File: src/lpc_pkg.sv
// Package of constants, register map and mode encoding for the low-power clock and watchdog block.
package lpc_pkg;

    // ************************************************************
    // Register map and fields
    // ************************************************************
    localparam int         TB_WIDTH     = 18;
    localparam logic [7:0] ADR_CLKSEL   = 8'h00;
    localparam logic [7:0] ADR_WDOG     = 8'h04;
    localparam logic [7:0] ADR_TBASE    = 8'h08;
    localparam logic [7:0] ADR_MODE     = 8'h0C;
    localparam logic [7:0] ADR_STAT     = 8'h10;
    localparam int         CS_MAIN_BIT  = 0;
    localparam int         CS_MULT_LO   = 1;
    localparam int         CS_WAIT_LO   = 3;
    localparam int         CS_INTM_BIT  = 5;
    localparam logic [5:0] CLKSEL_RST   = 6'h01;
    localparam int         WD_EN_BIT    = 0;
    localparam int         WD_CLR_BIT   = 1;
    localparam int         WD_CAUSE_BIT = 2;
    localparam int         TB_IE_BIT    = 0;
    localparam int         TB_SEL_LO    = 1;
    localparam int         TB_IF_BIT    = 3;
    localparam int         TB_CLR_BIT   = 4;
    localparam logic [2:0] CMD_SLEEP    = 3'h1;
    localparam logic [2:0] CMD_TIMER    = 3'h2;
    localparam logic [2:0] CMD_STOP     = 3'h3;

    // ************************************************************
    // Timing
    // ************************************************************
    localparam int         STAB_TAP [4] = '{10, 13, 15, 17};
    localparam int         INT_TAP  [4] = '{11, 13, 15, 17};
    localparam logic [2:0] WD_RST_CYCLES = 3'h4;
    localparam logic [1:0] INTM_RATIO    = 2'h3;

    typedef enum logic [2:0] {
        ST_PLL_RUN, ST_PLL_SLEEP, ST_TIMER, ST_MAIN_RUN,
        ST_MAIN_SLEEP, ST_STOP, ST_HW_STANDBY, ST_OSC_WAIT
    } lpc_state_e;

    function automatic logic [TB_WIDTH-1:0] lpc_tap_mask(input int tap);
        lpc_tap_mask = TB_WIDTH'((1 << tap) - 1);
    endfunction : lpc_tap_mask

endpackage : lpc_pkg

File: src/lpc_tb_if.sv
// Interface carrying the timebase count and carry between the controller and its counters.
`timescale 1ns/1ps
interface lpc_tb_if;
    logic        run;
    logic        clear;
    logic [17:0] count;
    logic        carry;
    modport tb  (input run, input clear, output count, output carry);
    modport ctl (output run, output clear, input count, input carry);
    modport wd  (input carry);
endinterface : lpc_tb_if

File: src/lpc_timebase.sv
// The free-running timebase counter on the main oscillator clock.
`timescale 1ns/1ps
module lpc_timebase (
    input  logic   clk_i,
    input  logic   rst_i,
    lpc_tb_if.tb   tb
);
    import lpc_pkg::*;

    // ************************************************************
    // Counter
    // ************************************************************
    // Main clock only.
    always_ff @(posedge clk_i) begin
        if (rst_i || tb.clear) begin
            tb.count <= '0;
        end else if (tb.run) begin
            tb.count <= tb.count + 18'h0_0001;
        end
    end

    always_ff @(posedge clk_i) begin
        if (rst_i) begin
            tb.carry <= 1'h0;
        end else begin
            tb.carry <= tb.run && !tb.clear && (&tb.count);
        end
    end
endmodule : lpc_timebase

File: src/lpc_watchdog.sv
// Two-bit watchdog counter clocked by the timebase carry.
`timescale 1ns/1ps
module lpc_watchdog (
    input  logic       clk_i,
    input  logic       rst_i,
    lpc_tb_if.wd       tb,
    input  logic       enable_i,
    input  logic       clear_i,
    output logic [1:0] count_o,
    output logic       overflow_o
);
    import lpc_pkg::*;

    // ************************************************************
    // Counter
    // ************************************************************
    // Advance on carry.
    always_ff @(posedge clk_i) begin
        if (rst_i || clear_i || !enable_i) begin
            count_o <= 2'h0;
        end else if (tb.carry) begin
            count_o <= count_o + 2'h1;
        end
    end

    always_ff @(posedge clk_i) begin
        if (rst_i) begin
            overflow_o <= 1'h0;
        end else begin
            overflow_o <= enable_i && !clear_i && tb.carry && (count_o == 2'h3);
        end
    end
endmodule : lpc_watchdog

File: src/lpc_clock_ctrl.sv
// Top of the clock, low-power mode, timebase and watchdog control block.
//
// Behaviour
// - Two-bit watchdog counts timebase eighteen-bit carries.
// - Timebase runs from main clock in every mode except stop and standby.
// - Timebase raises periodic interval interrupt request.
// - Seven modes; all but PLL run are low-power.
// - Main modes stop PLL, use clock halves.
// - Sleep modes stop only the CPU clock.
// - Timer mode clocks only the timebase.
// - Stop and standby halt oscillator, keep state.
// - Intermittent mode slows CPU during accesses.
// - Two-bit field selects PLL ratio one-four.
// - Two-bit field selects oscillator stabilisation wait.
`timescale 1ns/1ps
module lpc_clock_ctrl (
    input  logic        clk_i,
    input  logic        rst_i,
    input  logic [7:0]  wb_adr_i,
    input  logic [31:0] wb_dat_i,
    input  logic [3:0]  wb_sel_i,
    input  logic        wb_we_i,
    input  logic        wb_cyc_i,
    input  logic        wb_stb_i,
    output logic [31:0] wb_dat_o,
    output logic        wb_ack_o,
    input  logic        wake_i,
    input  logic        hw_standby_n_i,
    input  logic        bus_access_i,
    output logic        mclk_en_o,
    output logic        cpu_clk_en_o,
    output logic        periph_clk_en_o,
    output logic        pll_run_o,
    output logic        osc_run_o,
    output logic [2:0]  pll_ratio_o,
    output logic        low_power_o,
    output logic        tb_irq_o,
    output logic        wd_reset_o
);
    import lpc_pkg::*;

    lpc_tb_if   tbus ();
    lpc_state_e state;
    lpc_state_e next_state;
    lpc_state_e run_state;
    logic [5:0] clksel;
    logic       wd_en;
    logic       wd_clr;
    logic       wd_cause;
    logic [1:0] wd_count;
    logic       wd_ovf;
    logic [2:0] wd_hold;
    logic       tb_ie;
    logic [1:0] tb_sel;
    logic       tb_flag;
    logic       tb_clr_wr;
    logic       tb_tick;
    logic       stab_tick;
    logic       cmd_go;
    logic [2:0] cmd;
    logic [2:0] wake_sync;
    logic [1:0] hst_sync;
    logic       wake_s;
    logic       div_ph;
    logic [1:0] intm_cnt;
    logic       next_mclk;
    logic       wr;
    logic       rd_go;

    assign wake_s = wake_sync[1] && !wake_sync[2];

    // ************************************************************
    // Pin synchronisers
    // ************************************************************
    always_ff @(posedge clk_i) begin
        if (rst_i) begin
            wake_sync <= 3'h0;
            hst_sync  <= 2'h3;
        end else begin
            wake_sync <= {wake_sync[1:0], wake_i};
            hst_sync  <= {hst_sync[0], hw_standby_n_i};
        end
    end

    // ************************************************************
    // Wishbone slave
    // ************************************************************
    assign wr    = wb_cyc_i && wb_stb_i && wb_we_i && !wb_ack_o && wb_sel_i[0];
    assign rd_go = wb_cyc_i && wb_stb_i && !wb_ack_o;

    always_ff @(posedge clk_i) begin
        if (rst_i) begin
            wb_ack_o <= 1'h0;
        end else begin
            wb_ack_o <= rd_go;
        end
    end

    always_ff @(posedge clk_i) begin
        if (rst_i) begin
            wb_dat_o <= 32'h0000_0000;
        end else if (rd_go && !wb_we_i) begin
            if (wb_adr_i == ADR_CLKSEL) begin
                wb_dat_o <= {26'h000_0000, clksel};
            end else if (wb_adr_i == ADR_WDOG) begin
                wb_dat_o <= {27'h000_0000, wd_count, wd_cause, 1'h0, wd_en};
            end else if (wb_adr_i == ADR_TBASE) begin
                wb_dat_o <= {28'h000_0000, tb_flag, tb_sel, tb_ie};
            end else if (wb_adr_i == ADR_MODE) begin
                wb_dat_o <= {29'h000_0000, cmd};
            end else if (wb_adr_i == ADR_STAT) begin
                wb_dat_o <= {27'h000_0000, state == ST_OSC_WAIT, low_power_o, state};
            end else begin
                wb_dat_o <= 32'h0000_0000;
            end
        end
    end

    // ************************************************************
    // Control registers
    // ************************************************************
    always_ff @(posedge clk_i) begin
        if (rst_i) begin
            clksel <= CLKSEL_RST;
        end else if (wr && wb_adr_i == ADR_CLKSEL) begin
            clksel <= wb_dat_i[5:0];
        end
    end

    // The enable bit is write-once so runaway code cannot switch the watchdog off.
    always_ff @(posedge clk_i) begin
        if (rst_i) begin
            wd_en  <= 1'h0;
            wd_clr <= 1'h0;
        end else begin
            wd_clr <= wr && wb_adr_i == ADR_WDOG && wb_dat_i[WD_CLR_BIT];
            if (wr && wb_adr_i == ADR_WDOG && wb_dat_i[WD_EN_BIT]) begin
                wd_en <= 1'h1;
            end
        end
    end

    always_ff @(posedge clk_i) begin
        if (rst_i) begin
            wd_cause <= 1'h0;
        end else if (wd_ovf) begin
            wd_cause <= 1'h1;
        end else if (wr && wb_adr_i == ADR_WDOG && wb_dat_i[WD_CAUSE_BIT]) begin
            wd_cause <= 1'h0;
        end
    end

    always_ff @(posedge clk_i) begin
        if (rst_i) begin
            tb_ie     <= 1'h0;
            tb_sel    <= 2'h0;
            tb_clr_wr <= 1'h0;
        end else begin
            tb_clr_wr <= wr && wb_adr_i == ADR_TBASE && wb_dat_i[TB_CLR_BIT];
            if (wr && wb_adr_i == ADR_TBASE) begin
                tb_ie  <= wb_dat_i[TB_IE_BIT];
                tb_sel <= wb_dat_i[TB_SEL_LO +: 2];
            end
        end
    end

    always_ff @(posedge clk_i) begin
        if (rst_i) begin
            cmd_go <= 1'h0;
            cmd    <= 3'h0;
        end else begin
            cmd_go <= wr && wb_adr_i == ADR_MODE;
            if (wr && wb_adr_i == ADR_MODE) begin
                cmd <= wb_dat_i[2:0];
            end
        end
    end

    // ************************************************************
    // Timebase and watchdog
    // ************************************************************
    // Runs whatever the clock select.
    assign tbus.run   = state != ST_STOP && state != ST_HW_STANDBY;
    assign tbus.clear = tb_clr_wr || (next_state == ST_OSC_WAIT && state != ST_OSC_WAIT);
    assign tb_tick    = tbus.run && ((tbus.count & lpc_tap_mask(INT_TAP[tb_sel])) == lpc_tap_mask(INT_TAP[tb_sel]));
    assign stab_tick  = (tbus.count & lpc_tap_mask(STAB_TAP[clksel[CS_WAIT_LO +: 2]]))
                        == lpc_tap_mask(STAB_TAP[clksel[CS_WAIT_LO +: 2]]);

    lpc_timebase u_tb (
        .clk_i (clk_i),
        .rst_i (rst_i),
        .tb    (tbus.tb)
    );

    lpc_watchdog u_wd (
        .clk_i      (clk_i),
        .rst_i      (rst_i),
        .tb         (tbus.wd),
        .enable_i   (wd_en),
        .clear_i    (wd_clr),
        .count_o    (wd_count),
        .overflow_o (wd_ovf)
    );

    always_ff @(posedge clk_i) begin
        if (rst_i) begin
            tb_flag  <= 1'h0;
            tb_irq_o <= 1'h0;
        end else begin
            if (tb_tick) begin
                tb_flag <= 1'h1;
            end else if (wr && wb_adr_i == ADR_TBASE && wb_dat_i[TB_IF_BIT]) begin
                tb_flag <= 1'h0;
            end
            tb_irq_o <= tb_flag && tb_ie;
        end
    end

    always_ff @(posedge clk_i) begin
        if (rst_i) begin
            wd_hold    <= 3'h0;
            wd_reset_o <= 1'h0;
        end else begin
            if (wd_ovf) begin
                wd_hold <= WD_RST_CYCLES;
            end else if (wd_hold != 3'h0) begin
                wd_hold <= wd_hold - 3'h1;
            end
            wd_reset_o <= wd_ovf || wd_hold > 3'h1;
        end
    end

    // ************************************************************
    // Mode state machine
    // ************************************************************
    assign run_state = clksel[CS_MAIN_BIT] ? ST_MAIN_RUN : ST_PLL_RUN;

    always_comb begin
        next_state = state;
        if (!hst_sync[1]) begin
            next_state = ST_HW_STANDBY;
        end else begin
            case (state)
                ST_PLL_RUN, ST_MAIN_RUN: begin
                    if (cmd_go && cmd == CMD_SLEEP) begin
                        next_state = (state == ST_PLL_RUN) ? ST_PLL_SLEEP : ST_MAIN_SLEEP;
                    end else if (cmd_go && cmd == CMD_TIMER) begin
                        next_state = ST_TIMER;
                    end else if (cmd_go && cmd == CMD_STOP) begin
                        next_state = ST_STOP;
                    end else begin
                        next_state = run_state;
                    end
                end
                ST_PLL_SLEEP, ST_MAIN_SLEEP, ST_TIMER: begin
                    if (wake_s) begin
                        next_state = run_state;
                    end
                end
                ST_STOP: begin
                    if (wake_s) begin
                        next_state = ST_OSC_WAIT;
                    end
                end
                ST_HW_STANDBY: begin
                    next_state = ST_OSC_WAIT;
                end
                ST_OSC_WAIT: begin
                    if (stab_tick) begin
                        next_state = run_state;
                    end
                end
                default: begin
                    next_state = run_state;
                end
            endcase
        end
    end

    always_ff @(posedge clk_i) begin
        if (rst_i) begin
            state <= ST_MAIN_RUN;
        end else begin
            state <= next_state;
        end
    end

    // ************************************************************
    // Clock enables
    // ************************************************************
    // Halved main clock.
    assign next_mclk = clksel[CS_MAIN_BIT] ? div_ph : 1'h1;

    always_ff @(posedge clk_i) begin
        if (rst_i) begin
            div_ph   <= 1'h0;
            intm_cnt <= 2'h0;
        end else begin
            div_ph <= !div_ph;
            if (!bus_access_i) begin
                intm_cnt <= 2'h0;
            end else if (next_mclk) begin
                intm_cnt <= (intm_cnt == INTM_RATIO) ? 2'h0 : intm_cnt + 2'h1;
            end
        end
    end

    always_ff @(posedge clk_i) begin
        if (rst_i) begin
            mclk_en_o       <= 1'h0;
            cpu_clk_en_o    <= 1'h0;
            periph_clk_en_o <= 1'h0;
            pll_run_o       <= 1'h0;
            osc_run_o       <= 1'h1;
            pll_ratio_o     <= 3'h1;
            low_power_o     <= 1'h1;
        end else begin
            mclk_en_o       <= next_mclk;
            cpu_clk_en_o    <= (state == ST_PLL_RUN || state == ST_MAIN_RUN) && next_mclk
                               && (!(clksel[CS_INTM_BIT] && bus_access_i) || intm_cnt == 2'h0);
            periph_clk_en_o <= next_mclk && (state == ST_PLL_RUN || state == ST_PLL_SLEEP
                               || state == ST_MAIN_RUN || state == ST_MAIN_SLEEP);
            pll_run_o       <= state == ST_PLL_RUN || state == ST_PLL_SLEEP;
            osc_run_o       <= tbus.run;
            pll_ratio_o     <= {1'h0, clksel[CS_MULT_LO +: 2]} + 3'h1;
            low_power_o     <= state != ST_PLL_RUN;
        end
    end
endmodule : lpc_clock_ctrl

File: config.mk
export PLATFORM = sky130hd
export DESIGN_NAME = lpc_clock_ctrl
export DESIGN_NICKNAME = d
export VERILOG_FILES = /design/src/lpc_pkg.sv /design/src/lpc_tb_if.sv /design/src/lpc_timebase.sv /design/src/lpc_watchdog.sv /design/src/lpc_clock_ctrl.sv
export SDC_FILE = /design/constraint.sdc
export NUM_CORES = 1
export LEC_CHECK = 0
export BUFFER_PORTS_ARGS = -buffer_cell sky130_fd_sc_hd__buf_2
export CAP_MARGIN = 40
export CORE_MARGIN = 2
export CORE_UTILIZATION = 23
export DETAILED_ROUTE_END_ITERATION = 16
export GPL_TIMING_DRIVEN = 0
export PLACE_DENSITY_LB_ADDON = 0.05
export SLEW_MARGIN = 20
export SYNTH_ARGS = -nofsm -noshare
export SYNTH_HDL_FRONTEND = slang
export SYNTH_SLANG_ARGS = --single-unit
File: constraint.sdc
create_clock -name clk_i -period 1.7 [get_ports clk_i]
set_input_delay 0.085 -clock clk_i [delete_from_list [all_inputs] [get_ports clk_i]]
set_output_delay 0.085 -clock clk_i [all_outputs]
set_load 0.02 [all_outputs]
==> results.sh <==
export IMPL_status="finished, violations left"
export IMPL_violations="setup timing"
export IMPL_gp_congestion=0.7524
export IMPL_hold_class="primary input to register"
export IMPL_clkSlewWorstSetupHoldPaths_ns=0.06
export IMPL_drive_gt1_share_pct=33.01
export IMPL_fin_crit_sh_pct=112.3
export IMPL_slowest_stage="dfxtp_2"
export IMPL_grt_pass1_vias=2891
export IMPL_synth_cell_types=52
export IMPL_drt_iter0_markers=122
export IMPL_synthToLayoutAreaGrowth_pct=38.07
export IMPL_crit_required_ns=1.93
export IMPL_ys_warn_count=0
export IMPL_start_kind="register"
export IMPL_max_stage_delay_ns=0.33
export IMPL_synthArstFlopShare_pct=0
export IMPL_core_area_um2=15090
export IMPL_cp_arrival_ns=2.14
export IMPL_crit_reg2reg_launch="state[2]"
export IMPL_fin_area_um2=4860
export IMPL_synth_edf_count=0
export IMPL_crit_buf_inv=4
export IMPL_holdPathStages=3
export IMPL_worstSetupPathType="register to register"
export IMPL_grt_pass1_wl_mm=15.62
export IMPL_fin_crit_ns=1.909
export IMPL_syn_cell_area_um2=3520
export IMPL_ios=96
export IMPL_h_tree_depth=3
export IMPL_final_nets=572
export IMPL_rr_worst_depth=10
export IMPL_max_freq_ghz=0.5239
export IMPL_row_count=45
export IMPL_ys_ff_latch=72
export IMPL_start_util_pct=23.33
export IMPL_avgSynthCellArea_um2=8.648
export IMPL_crit_family="compound AO/OA/AOI/OAI gates"
export IMPL_timing_final_max_slew_violations=0
export IMPL_wl_per_cell_um=14.40
export IMPL_portBuffers=39
export IMPL_root_buffer="clkbuf_16"
export IMPL_die_h_um=127.7
export IMPL_r2r_end="u_tb.tb.count[2]"
export IMPL_clock_latency_ns=0.34
export IMPL_vdd_drop_max_mv=0.4381
export IMPL_num_vias=3029
export IMPL_cp_depth=10
export IMPL_min_from="wb_dat_i[4]"
export IMPL_viasPerCell=4.309
export IMPL_syn_inst=407
export IMPL_cts_sinks=72
export IMPL_p_leak_nw=2.024
export IMPL_drc=0
export IMPL_dieArea_um2=16310
export IMPL_grt_max_degree=13
export IMPL_maxSlewHeadroom_pct=52.68
export IMPL_r2r_slack_ns=-0.21
export IMPL_wl_mm=10.12
export IMPL_grt_antenna_before_repair=0
export IMPL_setup_viol=18
export IMPL_ant_nets=0
export IMPL_crit_chain="buf_8, buf_12, xor2_4, a21oi_2, a21oi_2, o31ai_4, o31ai_4, buf_6, buf_4, nor2_1"
export IMPL_worst_slack_ns=-0.2088
export IMPL_grt_overflow_total=0
export IMPL_clock_path_buffers=2
export IMPL_drtPass1Iterations=4
export IMPL_cts_tree="yes"
export IMPL_diodes=0
export IMPL_yosysSeqAreaShare_pct=40.95
export IMPL_crit_fanout=9
export IMPL_synth_flop_cell="dfxtp_1"
export IMPL_tns_ns=-3.110
export IMPL_tightest_slew_ns=0.7097
export IMPL_crit_path_end_kind="register"
export IMPL_dp_hpwl_mm=7.107
export IMPL_hold_violations=0
export IMPL_grt_total_usage_pct=12.74
export IMPL_fin_skew_ns=0.007916
export IMPL_hold_path_end="clksel[4]"
export IMPL_cts_buffers=9
export IMPL_p_per_area_nw_per_um2=861.8
export IMPL_fp_dieW_um=127.7
export IMPL_drv_cap=0
export IMPL_placed_cell_area_um2=4129
export IMPL_rsz0062_at_grt="true"
export IMPL_post_route_util_pct=32.21
-- flip-flops by register name, summed over array words and instances (netlist names), 2 cells and up --
name           cells
wd_hold            3
wake_sync          3
intm_cnt           2
pll_ratio_o        3
state              3
hst_sync           2
clksel             6
u_tb.tb.count     18
u_wd.count_o       2
tb_sel             2
cmd                3
wb_dat_o           6
-- final cells by class --
type | instances | area, um2
clock buffer | 11 | 242.7
timing repair buffer | 70 | 473.0
buffer | 40 | 294.0
sequential | 72 | 1455
multi-input combinational | 305 | 2083
tap | 188 | 235.2
clock inverter | 5 | 31.28
fill | 1620 | 10230
inverter | 12 | 45.04
-- synth_stat cells (all sizes together) (7+ instances only) --
cell type | count | area [um2]
inv | 11 | 41.29
dfxtp | 72 | 1441
xnor2 | 11 | 96.34
mux2i | 16 | 160.2
a21oi | 20 | 100.1
nand3 | 15 | 75.07
o21ai | 7 | 35.03
buf | 34 | 265.3
xor2 | 10 | 95.10
ha | 10 | 125.1
and3 | 11 | 68.82
nand2b | 7 | 43.79
nor3 | 16 | 80.08
nor2b | 11 | 68.82
nand2 | 34 | 130.1
clkbuf | 9 | 33.78
nor2 | 58 | 217.7
-- per-stage QoR --
step | setup slack [ns] | cells | power [mW] | hold WS, ns
after CTS | -0.1715 | 699 | 4.226 | 0.01912
final | -0.2088 | 703 | 4.188 | 0.02876
after floorplan | 0.001725 | 432 | 2.225 | 0.1888
after detailed placement | -0.4501 | 659 | 2.365 | 0.2756
after global routing | -0.2636 | 703 | 4.415 | 0.03271
after global placement | -0.4140 | 659 | 2.362 | 0.2684
-- what timing repair did --
item | in CTS | in global routing
setup buffers | 20 | 9
hold endpoints to repair | 5 | 0
hold buffers | 4 | 0
setup endpoints to repair | 33 | 30
gates resized for setup | 20 | 39
pin swaps | 7 | 16
-- worst reg2reg max path, cell delays in order, from the launching register on --
cell and delay (ns):
dfxtp_2 0.33, buf_8 0.13, buf_12 0.13, xor2_4 0.18, a21oi_2 0.09, a21oi_2 0.22, o31ai_4 0.11, o31ai_4 0.29
buf_6 0.17, buf_4 0.11, nor2_1 0.04
-- power by group --
part / switching, mW / total [mW] / internal, mW
combinational: 0.349 / 0.610 / 0.262
sequential: 0.0397 / 1.79 / 1.76
clock: 0.758 / 1.78 / 1.03
-- layer usage --
layer / vias up / track usage [%] / part of all wire (%)
met1: 1404 / 15.57 / 47
li1: 1549 / - / -
met4: 0 / 4.331 / 1.4
met5: - / 0 / 0
met3: 11 / 4.007 / 4.2
met2: 65 / 21.23 / 48
-- logic make-up after synthesis --
logic type               synth area share (%)
adder cells (fa/ha/maj)                 3.555
AO/OA/AOI/OAI                           11.02
other                                  0.1065
flip-flops                              40.95
buffers and inverters                   9.776
multiplexers                            4.550
AND/OR/NAND/NOR                         24.60
XOR/XNOR                                5.439
-- worst max path at each step --
stage,start,to,slack [ns]
2_1_floorplan,u_tb.tb.count[6],u_tb.tb.count[13],0.002
3_3_place_gp,state[1],u_tb.tb.count[13],-0.41
3_5_place_dp,wb_adr_i[7],clksel[3],-0.45
4_1_cts,state[0],u_tb.tb.count[13],-0.17
5_1_grt,state[2],u_tb.tb.count[4],-0.26
6_report,state[2],u_tb.tb.count[2],-0.21
-- layout by cell type (no fill, tap or decap), types with 13 or more instances in the layout --
cell type	synthesis	layout
conb_1	1	26
nor2_1	58	46
dfxtp_1	72	65
a21oi_1	20	16
nand2_1	33	30
nand3_1	15	13
buf_2	2	40
mux2i_1	16	16
buf_4	26	47
Power figures use the tool's default switching activity.
